[config.mk]
export PLATFORM = sky130hd
export DESIGN_NAME = fsr_poller
export DESIGN_NICKNAME = d
export VERILOG_FILES = /design/src/inc/fsr_pkg.sv /design/src/hdl/fsr_poller.sv
export SDC_FILE = /design/constraint.sdc
export NUM_CORES = 1
export LEC_CHECK = 0
export BUFFER_PORTS_ARGS = -buffer_cell sky130_fd_sc_hd__buf_2
export CAP_MARGIN = 20
export CORE_MARGIN = 2
export CORE_UTILIZATION = 40
export CTS_CLUSTER_SIZE = 14
export DETAILED_ROUTE_END_ITERATION = 10
export GPL_ROUTABILITY_DRIVEN = 0
export GPL_TIMING_DRIVEN = 0
export PLACE_DENSITY = 0.74
export SLEW_MARGIN = 10
export SYNTH_ARGS = -nofsm -noshare
export SYNTH_HDL_FRONTEND = slang
export SYNTH_SLANG_ARGS = --single-unit
[constraint.sdc]
create_clock -name hclk -period 3.6 [get_ports hclk]
set_input_delay 0.36 -clock hclk [delete_from_list [all_inputs] [get_ports hclk]]
set_output_delay 0.36 -clock hclk [all_outputs]
set_load 0.05 [all_outputs]
[src/inc/fsr_pkg.sv]
/*
 * Package for the flash status poller: register map of the poller's own
 * registers, command codes, pin bundles and bus timing counts.
 * Assumes a 10 MHz system clock and one parallel flash on the pins.
 */
package fsr_pkg;
    // ------------------------------------------------------------
    // Register map (byte addresses on AHB-Lite)
    // ------------------------------------------------------------
    localparam logic [7:0] FSR_CTRL_OFS = 8'h00;
    localparam logic [7:0] FSR_ADDR_OFS = 8'h04;
    localparam logic [7:0] FSR_DATA_OFS = 8'h08;
    localparam logic [7:0] FSR_STAT_OFS = 8'h0C;
    localparam logic [7:0] FSR_LAST_OFS = 8'h10;
    // Control word fields
    localparam int FSR_CTRL_CMD_LSB = 0;
    localparam int FSR_CTRL_GO_BIT = 8;
    localparam int FSR_CTRL_MODE_BIT = 9;
    // Status word fields
    localparam int FSR_ST_BUSY_BIT = 0;
    localparam int FSR_ST_DONE_BIT = 1;
    localparam int FSR_ST_FAIL_BIT = 2;
    localparam int FSR_ST_SUSP_BIT = 3;
    localparam int FSR_ST_RDY_BIT = 4;
    // Controller commands
    localparam logic [1:0] FSR_CMD_WRITE = 2'h0;
    localparam logic [1:0] FSR_CMD_READ = 2'h1;
    localparam logic [1:0] FSR_CMD_POLL = 2'h2;
    // Flash command that returns the part to array reads
    localparam logic [7:0] FSR_RESET_CMD = 8'hF0;
    // Flash data bit positions used in status
    localparam int FSR_POLL_BIT = 7;
    localparam int FSR_TOGGLE_BIT = 6;
    localparam int FSR_FAIL_BIT = 5;
    localparam int FSR_SECTOR_BIT = 2;
    // Bus cycle strobe width
    localparam int FSR_CLK_NS = 100;
    localparam int FSR_STROBE_NS = 200;
    localparam int FSR_STROBE_CYC = (FSR_STROBE_NS + FSR_CLK_NS - 1) / FSR_CLK_NS;
    localparam logic [3:0] FSR_STROBE_CNT = 4'(FSR_STROBE_CYC);

    // Pins driven to the flash
    typedef struct packed {
        logic ce_n;
        logic oe_n;
        logic we_n;
        logic [19:0] addr;
        logic [7:0] dq_out;
        logic dq_oe;
    } fsr_pins_t;

    typedef enum logic [2:0] {
        FSR_IDLE = 3'b000,
        FSR_WR = 3'b001,
        FSR_RD = 3'b010,
        FSR_GAP = 3'b011,
        FSR_JUDGE = 3'b100
    } fsr_state_t;
endpackage

[src/hdl/fsr_poller.sv]
/*
 * Flash status poller: AHB-Lite slave that issues single write and read
 * cycles to a parallel flash and runs toggle polling on its status bits.
 * Assumes the flash pins are wired by the bench; ready/busy is pulled up
 * outside and arrives asynchronously.
 */
// Operation
// - Poll program status at programmed address
// - Poll erase status inside selected sector
// - After bit 7 true, take next read; the poller never checks bit 7 and always takes the second read
// - Two reads compare toggle bit first
// - Toggling with bit 5 high: recheck, fail
// - Resumed polling restarts at double read
// - After timeout the host writes reset
// - Reset command is F0 to any address
`timescale 1ns/100ps
module fsr_poller (
    // System
    input wire logic hclk,
    input wire logic hresetn,
    // AHB-Lite slave
    input wire logic hsel,
    input wire logic [31:0] haddr,
    input wire logic [1:0] htrans,
    input wire logic hwrite,
    input wire logic [2:0] hsize,
    input wire logic [31:0] hwdata,
    input wire logic hready,
    output logic hreadyout,
    output logic hresp,
    output logic [31:0] hrdata,
    // Flash pins
    output fsr_pkg::fsr_pins_t flash_o,
    input wire logic [7:0] flash_dq_in,
    input wire logic ready_busy_n
);
    import fsr_pkg::*;

    // ------------------------------------------------------------
    // Pin synchronisers
    // ------------------------------------------------------------
    logic [8:0] sync1_reg, sync2_reg;
    // Two flops: data bus and ready/busy are asynchronous to hclk
    always_ff @(posedge hclk or negedge hresetn) begin
        if (!hresetn) begin
            sync1_reg <= 9'h000;
            sync2_reg <= 9'h000;
        end else begin
            sync1_reg <= {ready_busy_n, flash_dq_in};
            sync2_reg <= sync1_reg;
        end
    end
    logic [7:0] dq_s;
    logic rdy_s;
    assign dq_s = sync2_reg[7:0];
    assign rdy_s = sync2_reg[8];

    // ------------------------------------------------------------
    // AHB-Lite slave registers
    // ------------------------------------------------------------
    logic ph_wr_reg, ph_wr_next;
    logic ph_rd_reg, ph_rd_next;
    logic [7:0] ph_ofs_reg, ph_ofs_next;
    logic [19:0] addr_reg, addr_next;
    logic [7:0] wdat_reg, wdat_next;
    logic [1:0] cmd_reg, cmd_next;
    logic go_pulse;
    logic [31:0] rdata_reg, rdata_next;
    logic busy_reg, busy_next;
    logic done_reg, done_next;
    logic fail_reg, fail_next;
    logic susp_reg, susp_next;
    logic [7:0] last_reg, last_next;
    logic done_set, fail_set, susp_set;

    function automatic logic [31:0] fsr_status(input logic b, input logic d, input logic f,
                                               input logic s, input logic r);
        logic [31:0] w;
        w = 32'h0000_0000;
        w[FSR_ST_BUSY_BIT] = b;
        w[FSR_ST_DONE_BIT] = d;
        w[FSR_ST_FAIL_BIT] = f;
        w[FSR_ST_SUSP_BIT] = s;
        w[FSR_ST_RDY_BIT] = r;
        return w;
    endfunction

    // Bus decode, register writes and read data
    always_comb begin
        ph_wr_next = 1'b0;
        ph_rd_next = 1'b0;
        ph_ofs_next = ph_ofs_reg;
        addr_next = addr_reg;
        wdat_next = wdat_reg;
        cmd_next = cmd_reg;
        go_pulse = 1'b0;
        rdata_next = rdata_reg;
        done_next = done_reg;
        fail_next = fail_reg;
        susp_next = susp_reg;
        if (hsel && hready && htrans[1]) begin
            ph_wr_next = hwrite;
            ph_rd_next = !hwrite;
            ph_ofs_next = haddr[7:0];
        end
        if (ph_wr_reg) begin
            unique case (ph_ofs_reg)
                FSR_CTRL_OFS: begin
                    // Starting a new order clears old results; a new poll restarts fresh
                    cmd_next = hwdata[FSR_CTRL_CMD_LSB +: 2];
                    go_pulse = hwdata[FSR_CTRL_GO_BIT] && !busy_reg;
                    if (go_pulse) begin
                        done_next = 1'b0;
                        fail_next = 1'b0;
                        susp_next = 1'b0;
                    end
                end
                FSR_ADDR_OFS: addr_next = hwdata[19:0];
                FSR_DATA_OFS: wdat_next = hwdata[7:0];
                default: ;
            endcase
        end
        // Set wins over any clear in the same cycle
        if (done_set) done_next = 1'b1;
        if (fail_set) fail_next = 1'b1;
        if (susp_set) susp_next = 1'b1;
        if (ph_rd_reg) begin
            unique case (ph_ofs_reg)
                FSR_ADDR_OFS: rdata_next = {12'h000, addr_reg};
                FSR_DATA_OFS: rdata_next = {24'h000000, wdat_reg};
                FSR_STAT_OFS: rdata_next = fsr_status(busy_reg, done_reg, fail_reg, susp_reg, rdy_s);
                FSR_LAST_OFS: rdata_next = {24'h000000, last_reg};
                default: rdata_next = 32'h0000_0000;
            endcase
        end
    end

    always_ff @(posedge hclk or negedge hresetn) begin
        if (!hresetn) begin
            ph_wr_reg <= 1'b0;
            ph_rd_reg <= 1'b0;
            ph_ofs_reg <= 8'h00;
            addr_reg <= 20'h00000;
            wdat_reg <= 8'h00;
            cmd_reg <= 2'h0;
            rdata_reg <= 32'h0000_0000;
            done_reg <= 1'b0;
            fail_reg <= 1'b0;
            susp_reg <= 1'b0;
        end else begin
            ph_wr_reg <= ph_wr_next;
            ph_rd_reg <= ph_rd_next;
            ph_ofs_reg <= ph_ofs_next;
            addr_reg <= addr_next;
            wdat_reg <= wdat_next;
            cmd_reg <= cmd_next;
            rdata_reg <= rdata_next;
            done_reg <= done_next;
            fail_reg <= fail_next;
            susp_reg <= susp_next;
        end
    end

    // Read data is registered, so a read answers with one wait state
    assign hreadyout = !ph_rd_reg;
    assign hresp = 1'b0;
    assign hrdata = rdata_reg;

    // ------------------------------------------------------------
    // Flash cycle sequencer
    // ------------------------------------------------------------
    fsr_state_t st_reg, st_next;
    logic [3:0] cnt_reg, cnt_next;
    logic [1:0] nrd_reg, nrd_next;
    logic [7:0] prev_reg, prev_next;
    logic recheck_reg, recheck_next;
    fsr_pins_t pins_reg, pins_next;

    always_comb begin
        st_next = st_reg;
        cnt_next = cnt_reg;
        nrd_next = nrd_reg;
        prev_next = prev_reg;
        recheck_next = recheck_reg;
        pins_next = pins_reg;
        busy_next = busy_reg;
        last_next = last_reg;
        done_set = 1'b0;
        fail_set = 1'b0;
        susp_set = 1'b0;
        unique case (st_reg)
            FSR_IDLE: begin
                pins_next = '{ce_n: 1'b1, oe_n: 1'b1, we_n: 1'b1, addr: addr_reg, dq_out: wdat_reg,
                              dq_oe: 1'b0};
                if (go_pulse) begin
                    busy_next = 1'b1;
                    cnt_next = FSR_STROBE_CNT;
                    nrd_next = 2'h0;
                    recheck_next = 1'b0;
                    if (cmd_next == FSR_CMD_WRITE) begin
                        st_next = FSR_WR;
                        pins_next.ce_n = 1'b0;
                        pins_next.we_n = 1'b0;
                        pins_next.dq_oe = 1'b1;
                    end else begin
                        st_next = FSR_RD;
                        pins_next.ce_n = 1'b0;
                        pins_next.oe_n = 1'b0;
                    end
                end
            end
            FSR_WR: begin
                cnt_next = cnt_reg - 4'h1;
                if (cnt_reg == 4'h1) begin
                    // status valid after this rising edge
                    pins_next.we_n = 1'b1;
                    pins_next.ce_n = 1'b1;
                    st_next = FSR_GAP;
                end
            end
            FSR_RD: begin
                if (cnt_reg != 4'h0) begin
                    cnt_next = cnt_reg - 4'h1;
                end
                if (cnt_reg == 4'h1) begin
                    // Strobes rise after the full width
                    pins_next.oe_n = 1'b1;
                    pins_next.ce_n = 1'b1;
                end
                if (cnt_reg == 4'h0) begin
                    // Two-flop lag: the strobed byte reaches dq_s at the release edge and is taken one cycle later
                    last_next = dq_s;
                    st_next = (cmd_reg == FSR_CMD_POLL) ? FSR_JUDGE : FSR_GAP;
                end
            end
            FSR_JUDGE: begin
                if (nrd_reg == 2'h0) begin
                    prev_next = last_reg;
                    nrd_next = 2'h1;
                    st_next = FSR_GAP;
                end else if (last_reg[FSR_TOGGLE_BIT] == prev_reg[FSR_TOGGLE_BIT]) begin
                    done_set = 1'b1;
                    // sector bit still toggling means suspended
                    if (last_reg[FSR_SECTOR_BIT] != prev_reg[FSR_SECTOR_BIT]) susp_set = 1'b1;
                    busy_next = 1'b0;
                    st_next = FSR_GAP;
                end else if (recheck_reg) begin
                    // still toggling after bit 5 high
                    // software must now issue the reset write
                    fail_set = 1'b1;
                    busy_next = 1'b0;
                    st_next = FSR_GAP;
                end else begin
                    // bit 5 high forces one recheck
                    recheck_next = last_reg[FSR_FAIL_BIT];
                    prev_next = last_reg;
                    st_next = FSR_GAP;
                end
            end
            FSR_GAP: begin
                pins_next.dq_oe = 1'b0;
                if (cmd_reg == FSR_CMD_POLL && busy_reg) begin
                    st_next = FSR_RD;
                    cnt_next = FSR_STROBE_CNT;
                    pins_next.ce_n = 1'b0;
                    pins_next.oe_n = 1'b0;
                end else begin
                    if (cmd_reg != FSR_CMD_POLL) done_set = 1'b1;
                    busy_next = 1'b0;
                    st_next = FSR_IDLE;
                end
            end
            default: st_next = FSR_IDLE;
        endcase
    end

    always_ff @(posedge hclk or negedge hresetn) begin
        if (!hresetn) begin
            st_reg <= FSR_IDLE;
            cnt_reg <= 4'h0;
            nrd_reg <= 2'h0;
            prev_reg <= 8'h00;
            recheck_reg <= 1'b0;
            pins_reg <= '{ce_n: 1'b1, oe_n: 1'b1, we_n: 1'b1, addr: 20'h00000, dq_out: 8'h00, dq_oe: 1'b0};
            busy_reg <= 1'b0;
            last_reg <= 8'h00;
        end else begin
            st_reg <= st_next;
            cnt_reg <= cnt_next;
            nrd_reg <= nrd_next;
            prev_reg <= prev_next;
            recheck_reg <= recheck_next;
            pins_reg <= pins_next;
            busy_reg <= busy_next;
            last_reg <= last_next;
        end
    end

    assign flash_o = pins_reg;
endmodule

# Word-level counts from Yosys, hierarchy flattened

Cells that the tools add are included.

Bits in registers: 151
Input port bits: 83
Output and inout port bits: 66
Word-level logic and storage cells: 160

Add/sub/neg operators: 1
Equality and inequality tests: 26
Muxes and demuxes: 65
Reductions and logical operators: 43

Operators by type and width:

| operator                                                        | count |
|---|---|
| 20-bit one-hot mux with 4 select lines                          | 1 |
| 1-bit two-way mux                                               | 35 |
| 2-bit inequality test, second input constant                    | 12 |
| 2-bit nonzero test                                              | 12 |
| 7-bit two-way mux                                               | 3 |
| 3-bit AND reduction                                             | 7 |
| 8-bit by 4-bit == test with 1-bit output, second input constant | 2 |
| 2-bit two-way mux                                               | 8 |
| 4-bit one-hot mux with 4 select lines                           | 1 |
| 3-bit two-way mux                                               | 5 |
| 3-bit one-hot mux with 5 select lines                           | 1 |
| 4-bit two-way mux                                               | 3 |
| 4-bit AND reduction                                             | 3 |
| 8-bit by 3-bit == test with 1-bit output, second input constant | 1 |
| 8-bit by 5-bit == test with 1-bit output, second input constant | 1 |
| 8-bit zero test                                                 | 1 |
| 1-bit one-hot mux with 2 select lines                           | 4 |
| 2-bit AND reduction                                             | 4 |
| 4-bit nonzero test                                              | 2 |
| 3-bit by 2-bit == test with 1-bit output, second input constant | 2 |
| 1-bit one-hot mux with 3 select lines                           | 2 |
| 3-bit nonzero test                                              | 2 |
| 5-bit AND reduction                                             | 1 |
| 4-bit by 1-bit == test with 1-bit output, second input constant | 1 |
| other kinds (15)                                                | 21 |

# Longest topological paths before layout

Depth in word-level cells: 7
Depth in mapped cells: 7
Gate-level depth less buffers: 6

# Worst setup path before layout

Ideal clock, no wire load.

Path kind: register to register
From: reg cnt_reg[0]
To: reg last_reg[0]
Library setup time: 0.125 ns
Arrival time: 1.481 ns
Data required time: 3.475 ns
Path slack: 1.994 ns
Cell stages (with the launch flop): 7
Path buffers: 1
Period minus slack after synthesis: 1.606 ns
Cells stage by stage: dfrtp_1 -> inv_1 -> ha_1 -> nor3b_1 -> nand3_1 -> buf_2 -> mux2_2

Word-level cells in the longest chain between the ends: 2

RTL lines:

| what                          | line              | source |
|---|---|---|
| start, declared               | fsr_poller.sv:173 | `logic [3:0] cnt_reg, cnt_next;` |
| start signal, assigned        | fsr_poller.sv:289 | `cnt_reg <= cnt_next;` |
| 4-bit zero test               | fsr_poller.sv:230 | `if (cnt_reg == 4'h0) begin` |
| 2-bit AND reduction (no line) | --                |  |
| end signal, assigned          | fsr_poller.sv:295 | `last_reg <= last_next;` |
| end, declared                 | fsr_poller.sv:73  | `logic [7:0] last_reg, last_next;` |

No other way between the ends.
A chain may end at the register's enable or synchronous reset.

# Worst setup path in the final report

From: reg ph_rd_reg
To: out hreadyout

Word-level cells in the longest chain between the ends: 1

RTL lines:

| what                   | line              | source |
|---|---|---|
| start, declared        | fsr_poller.sv:62  | `logic ph_rd_reg, ph_rd_next;` |
| start signal, assigned | fsr_poller.sv:152 | `ph_rd_reg <= ph_rd_next;` |
| 1-bit zero test        | fsr_poller.sv:165 | `assign hreadyout = !ph_rd_reg;` |
| end, declared          | fsr_poller.sv:29  | `output logic hreadyout,` |

No other way between the ends.

==> flow_summary.yaml <==
status:
  outcome: "finished, final reports clean"
setup_path:
  crit_path_start_kind: "register"
  rr_worst_depth: 5
  path_cells: "inv_1 > clkbuf_1 > buf_2"
  worst-path-stages: 3
  worstPathRequired_ns: 3.24
  crit_family: "buffers and inverters"
  reg2reg_from: "st_reg[0]"
  arrival_ns: 1.71
  critical_path_buf_inv_count: 3
  r2r_end: "st_reg[1]"
  path_class: "reg2out"
  slowest_stage: "dfrtp_1"
  cpPeakStageDelay_ns: 0.42
  rrSetupSlack_ns: 1.60
  endpoint_kind: "output port"
  crit_fanout: 10
grt:
  grt_pass1_vias: 4031
  grt-ovfl-total: 0
  grt_first_pass_wirelength_um: 20600
  antenna_found_initial: 0
  grt_max_degree: 96
  grt_use_total: 0.182
placed_design:
  hpwl_um: 9390
  dp_cells: 763
  io_buffers: 95
timing:
  fin_crit_sh: 0.575
  skew_ns: 0.00743
  max_slew_margin: 0.423
  fmax_ghz: 0.483
  rsz0062_at_grt: "false"
  fin_crit_ns: 2.07
  slew_violations: 0
  worst_slew_pin_slew_ns: 0.858
  fin_tns_setup_ns: 0
  finalSetupViolations: 0
  hold_viol: 0
cts:
  clk_pin_slew_ns: 0.06
  hold_buffers: 1
  htreeDepth: 4
  clkSinkCount: 133
  ctsRootBufferMaster: "clkbuf_16"
  clock_path_buffers: 2
  cts_resized: 0
  cts_buffers: 17
  post-cts-setup-buffers: 0
  cts_tree: "done"
  clkLatencyLatePin_ns: 0.42
synthesis:
  syn_area_per_cell_um2: 11.7
  synth_cell_types: 53
  ys_async_sr_fraction: 1.00
  yosysMostFrequentCell: "dfrtp_1"
  ys.flop_type: "dfrtp_1"
  synth_area_um2: 5580
  synth-seq-cells: 133
  seq_area_frac_synth: 0.598
  synth_top_area_share: 0.583
  yosys.area.top_type: "dfrtp_1"
  yosys_warnings: 0
  synth.area.top_cells: "dfrtp_1, mux2_2, nand2_1, o2bb2ai_1, buf_4"
  synth_edf_count: 0
  synthCells: 475
  yosys-top-cells-count: "dfrtp_1, nand2_1, mux2_2"
drt:
  drt-vias-per-instance: 5.09
  wl_per_cell_um: 16.2
  ant_nets: 0
  num_vias: 4051
  drcViolationCount: 0
  first_pass_iters: 5
  drt_first_iter_violations: 380
  wirelength_um: 12900
floorplan:
  rows: 43
  die_area_um2: 14900
  core_area_um2: 13800
  top_level_ports: 149
  start_util: 0.405
  die_h_um: 122
  chipWidth_um: 122
final_layout:
  filler_cell_count: 1219
  fin_cells: 796
  drive_gt1_frac: 0.347
  final_nets: 688
  largest_reg_flops: 32
  antenna-diode-count: 0
  syn_to_final_growth_pct: 25.9
power:
  power.density_nw_per_um2: 559
  peakVddDrop_mv: 0.310
  p_leak_nw: 3.34
hold_path:
  holdPathStages: 1
  hp-class: "in2reg"
  worstHoldStart: "flash_dq_in[2]"
  holdPathEnd: "sync1_reg[2]"
job:
  cap_violations: 0
## cells by family (layout without fill, tap and decap cells)
family,after synthesis,in the layout,synth area share
buffers and inverters,42,171,0.0404
other,1,13,0.000673
muxes,55,55,0.111
and+or+nand+nor,160,160,0.134
DFF,133,133,0.598
AOI/OAI and AO/OA,79,79,0.107
xor gates and xnor gates,3,3,0.00471
adders and majority gates,2,2,0.00449
## metrics by stage
step | setup slack [ns] | hold slack [ns] | power, mW | utilization | area [µm²]
floorplan | 1.99 | 0.0644 | 1.92 | - | 5620
global placement | 0.498 | 0.333 | 2.04 | 0.459 | 6320
detailed placement | 1.62 | 0.295 | 2.06 | 0.461 | 6350
CTS | 1.51 | 0.0318 | 3.96 | 0.510 | 7020
global route | 1.44 | 0.0267 | 4.07 | 0.510 | 7020
finish | 1.53 | 0.0433 | 3.92 | 0.510 | 7020
## worst max path at each step
stage	startpoint	to	slack, ns
floorplan	cnt_reg[0]	last_reg[0]	1.99
global placement	hresetn	flash_o[13]	0.50
detailed placement	st_reg[0]	st_reg[1]	1.62
CTS	ph_rd_reg	hreadyout	1.51
global route	ph_rd_reg	hreadyout	1.44
finish	ph_rd_reg	hreadyout	1.53
## cell usage in the layout (no fill, tap or decap), drive strengths merged, types with 3 or more instances in the layout
cell type	instances
dfrtp	130
buf	121
nand2	106
mux2	53
clkbuf	28
o2bb2ai	22
conb	13
o21ai	12
nor2	9
a22oi	9
a21oi	8
inv	8
nor3	7
nand3	7
bufinv	5
clkinv	5
a2bb2oi	4
nor2b	4
nor4	4
a22o	4
and3	3
o21a	3
nor3b	3
o311a	3
xnor2	3
clkinvlp	3
dfstp	3
or3b	3
or3	3
## report_power, final
group	switching (mW)	internal, mW	leakage, nW
clock	0.659	1.23	0.311
sequential	0.0593	1.57	1.62
combinational	0.260	0.139	1.41
total	0.978	2.95	3.34
## worst reg2reg max path, stage by stage (launching register included)
cell and delay [ns]:
dfrtp_1 0.35, buf_2 0.16, nor3_1 0.71, clkbuf_1 0.42, nand2_1 0.11, o311a_1 0.13
## metal layers
metal	GRT usage	routed length [µm]
met2	0.291	6220
met5	0	0
met3	0.0576	914
met1	0.237	5550
met4	0.0589	212
## final cells by class
| type | count | area, µm² | area share |
|---|---|---|---|
| Buffer | 36 | 203 | 0.0289 |
| Clock buffer | 17 | 425 | 0.0606 |
| Clock inverter | 15 | 229 | 0.0326 |
| Inverter | 6 | 22.5 | 0.00321 |
| Multi-Input combinational cell | 312 | 2060 | 0.294 |
| Sequential cell | 133 | 3330 | 0.475 |
| Tap cell | 180 | 225 | 0.0321 |
| Timing Repair Buffer | 97 | 519 | 0.0740 |
(Power assumes the default switching activity.)
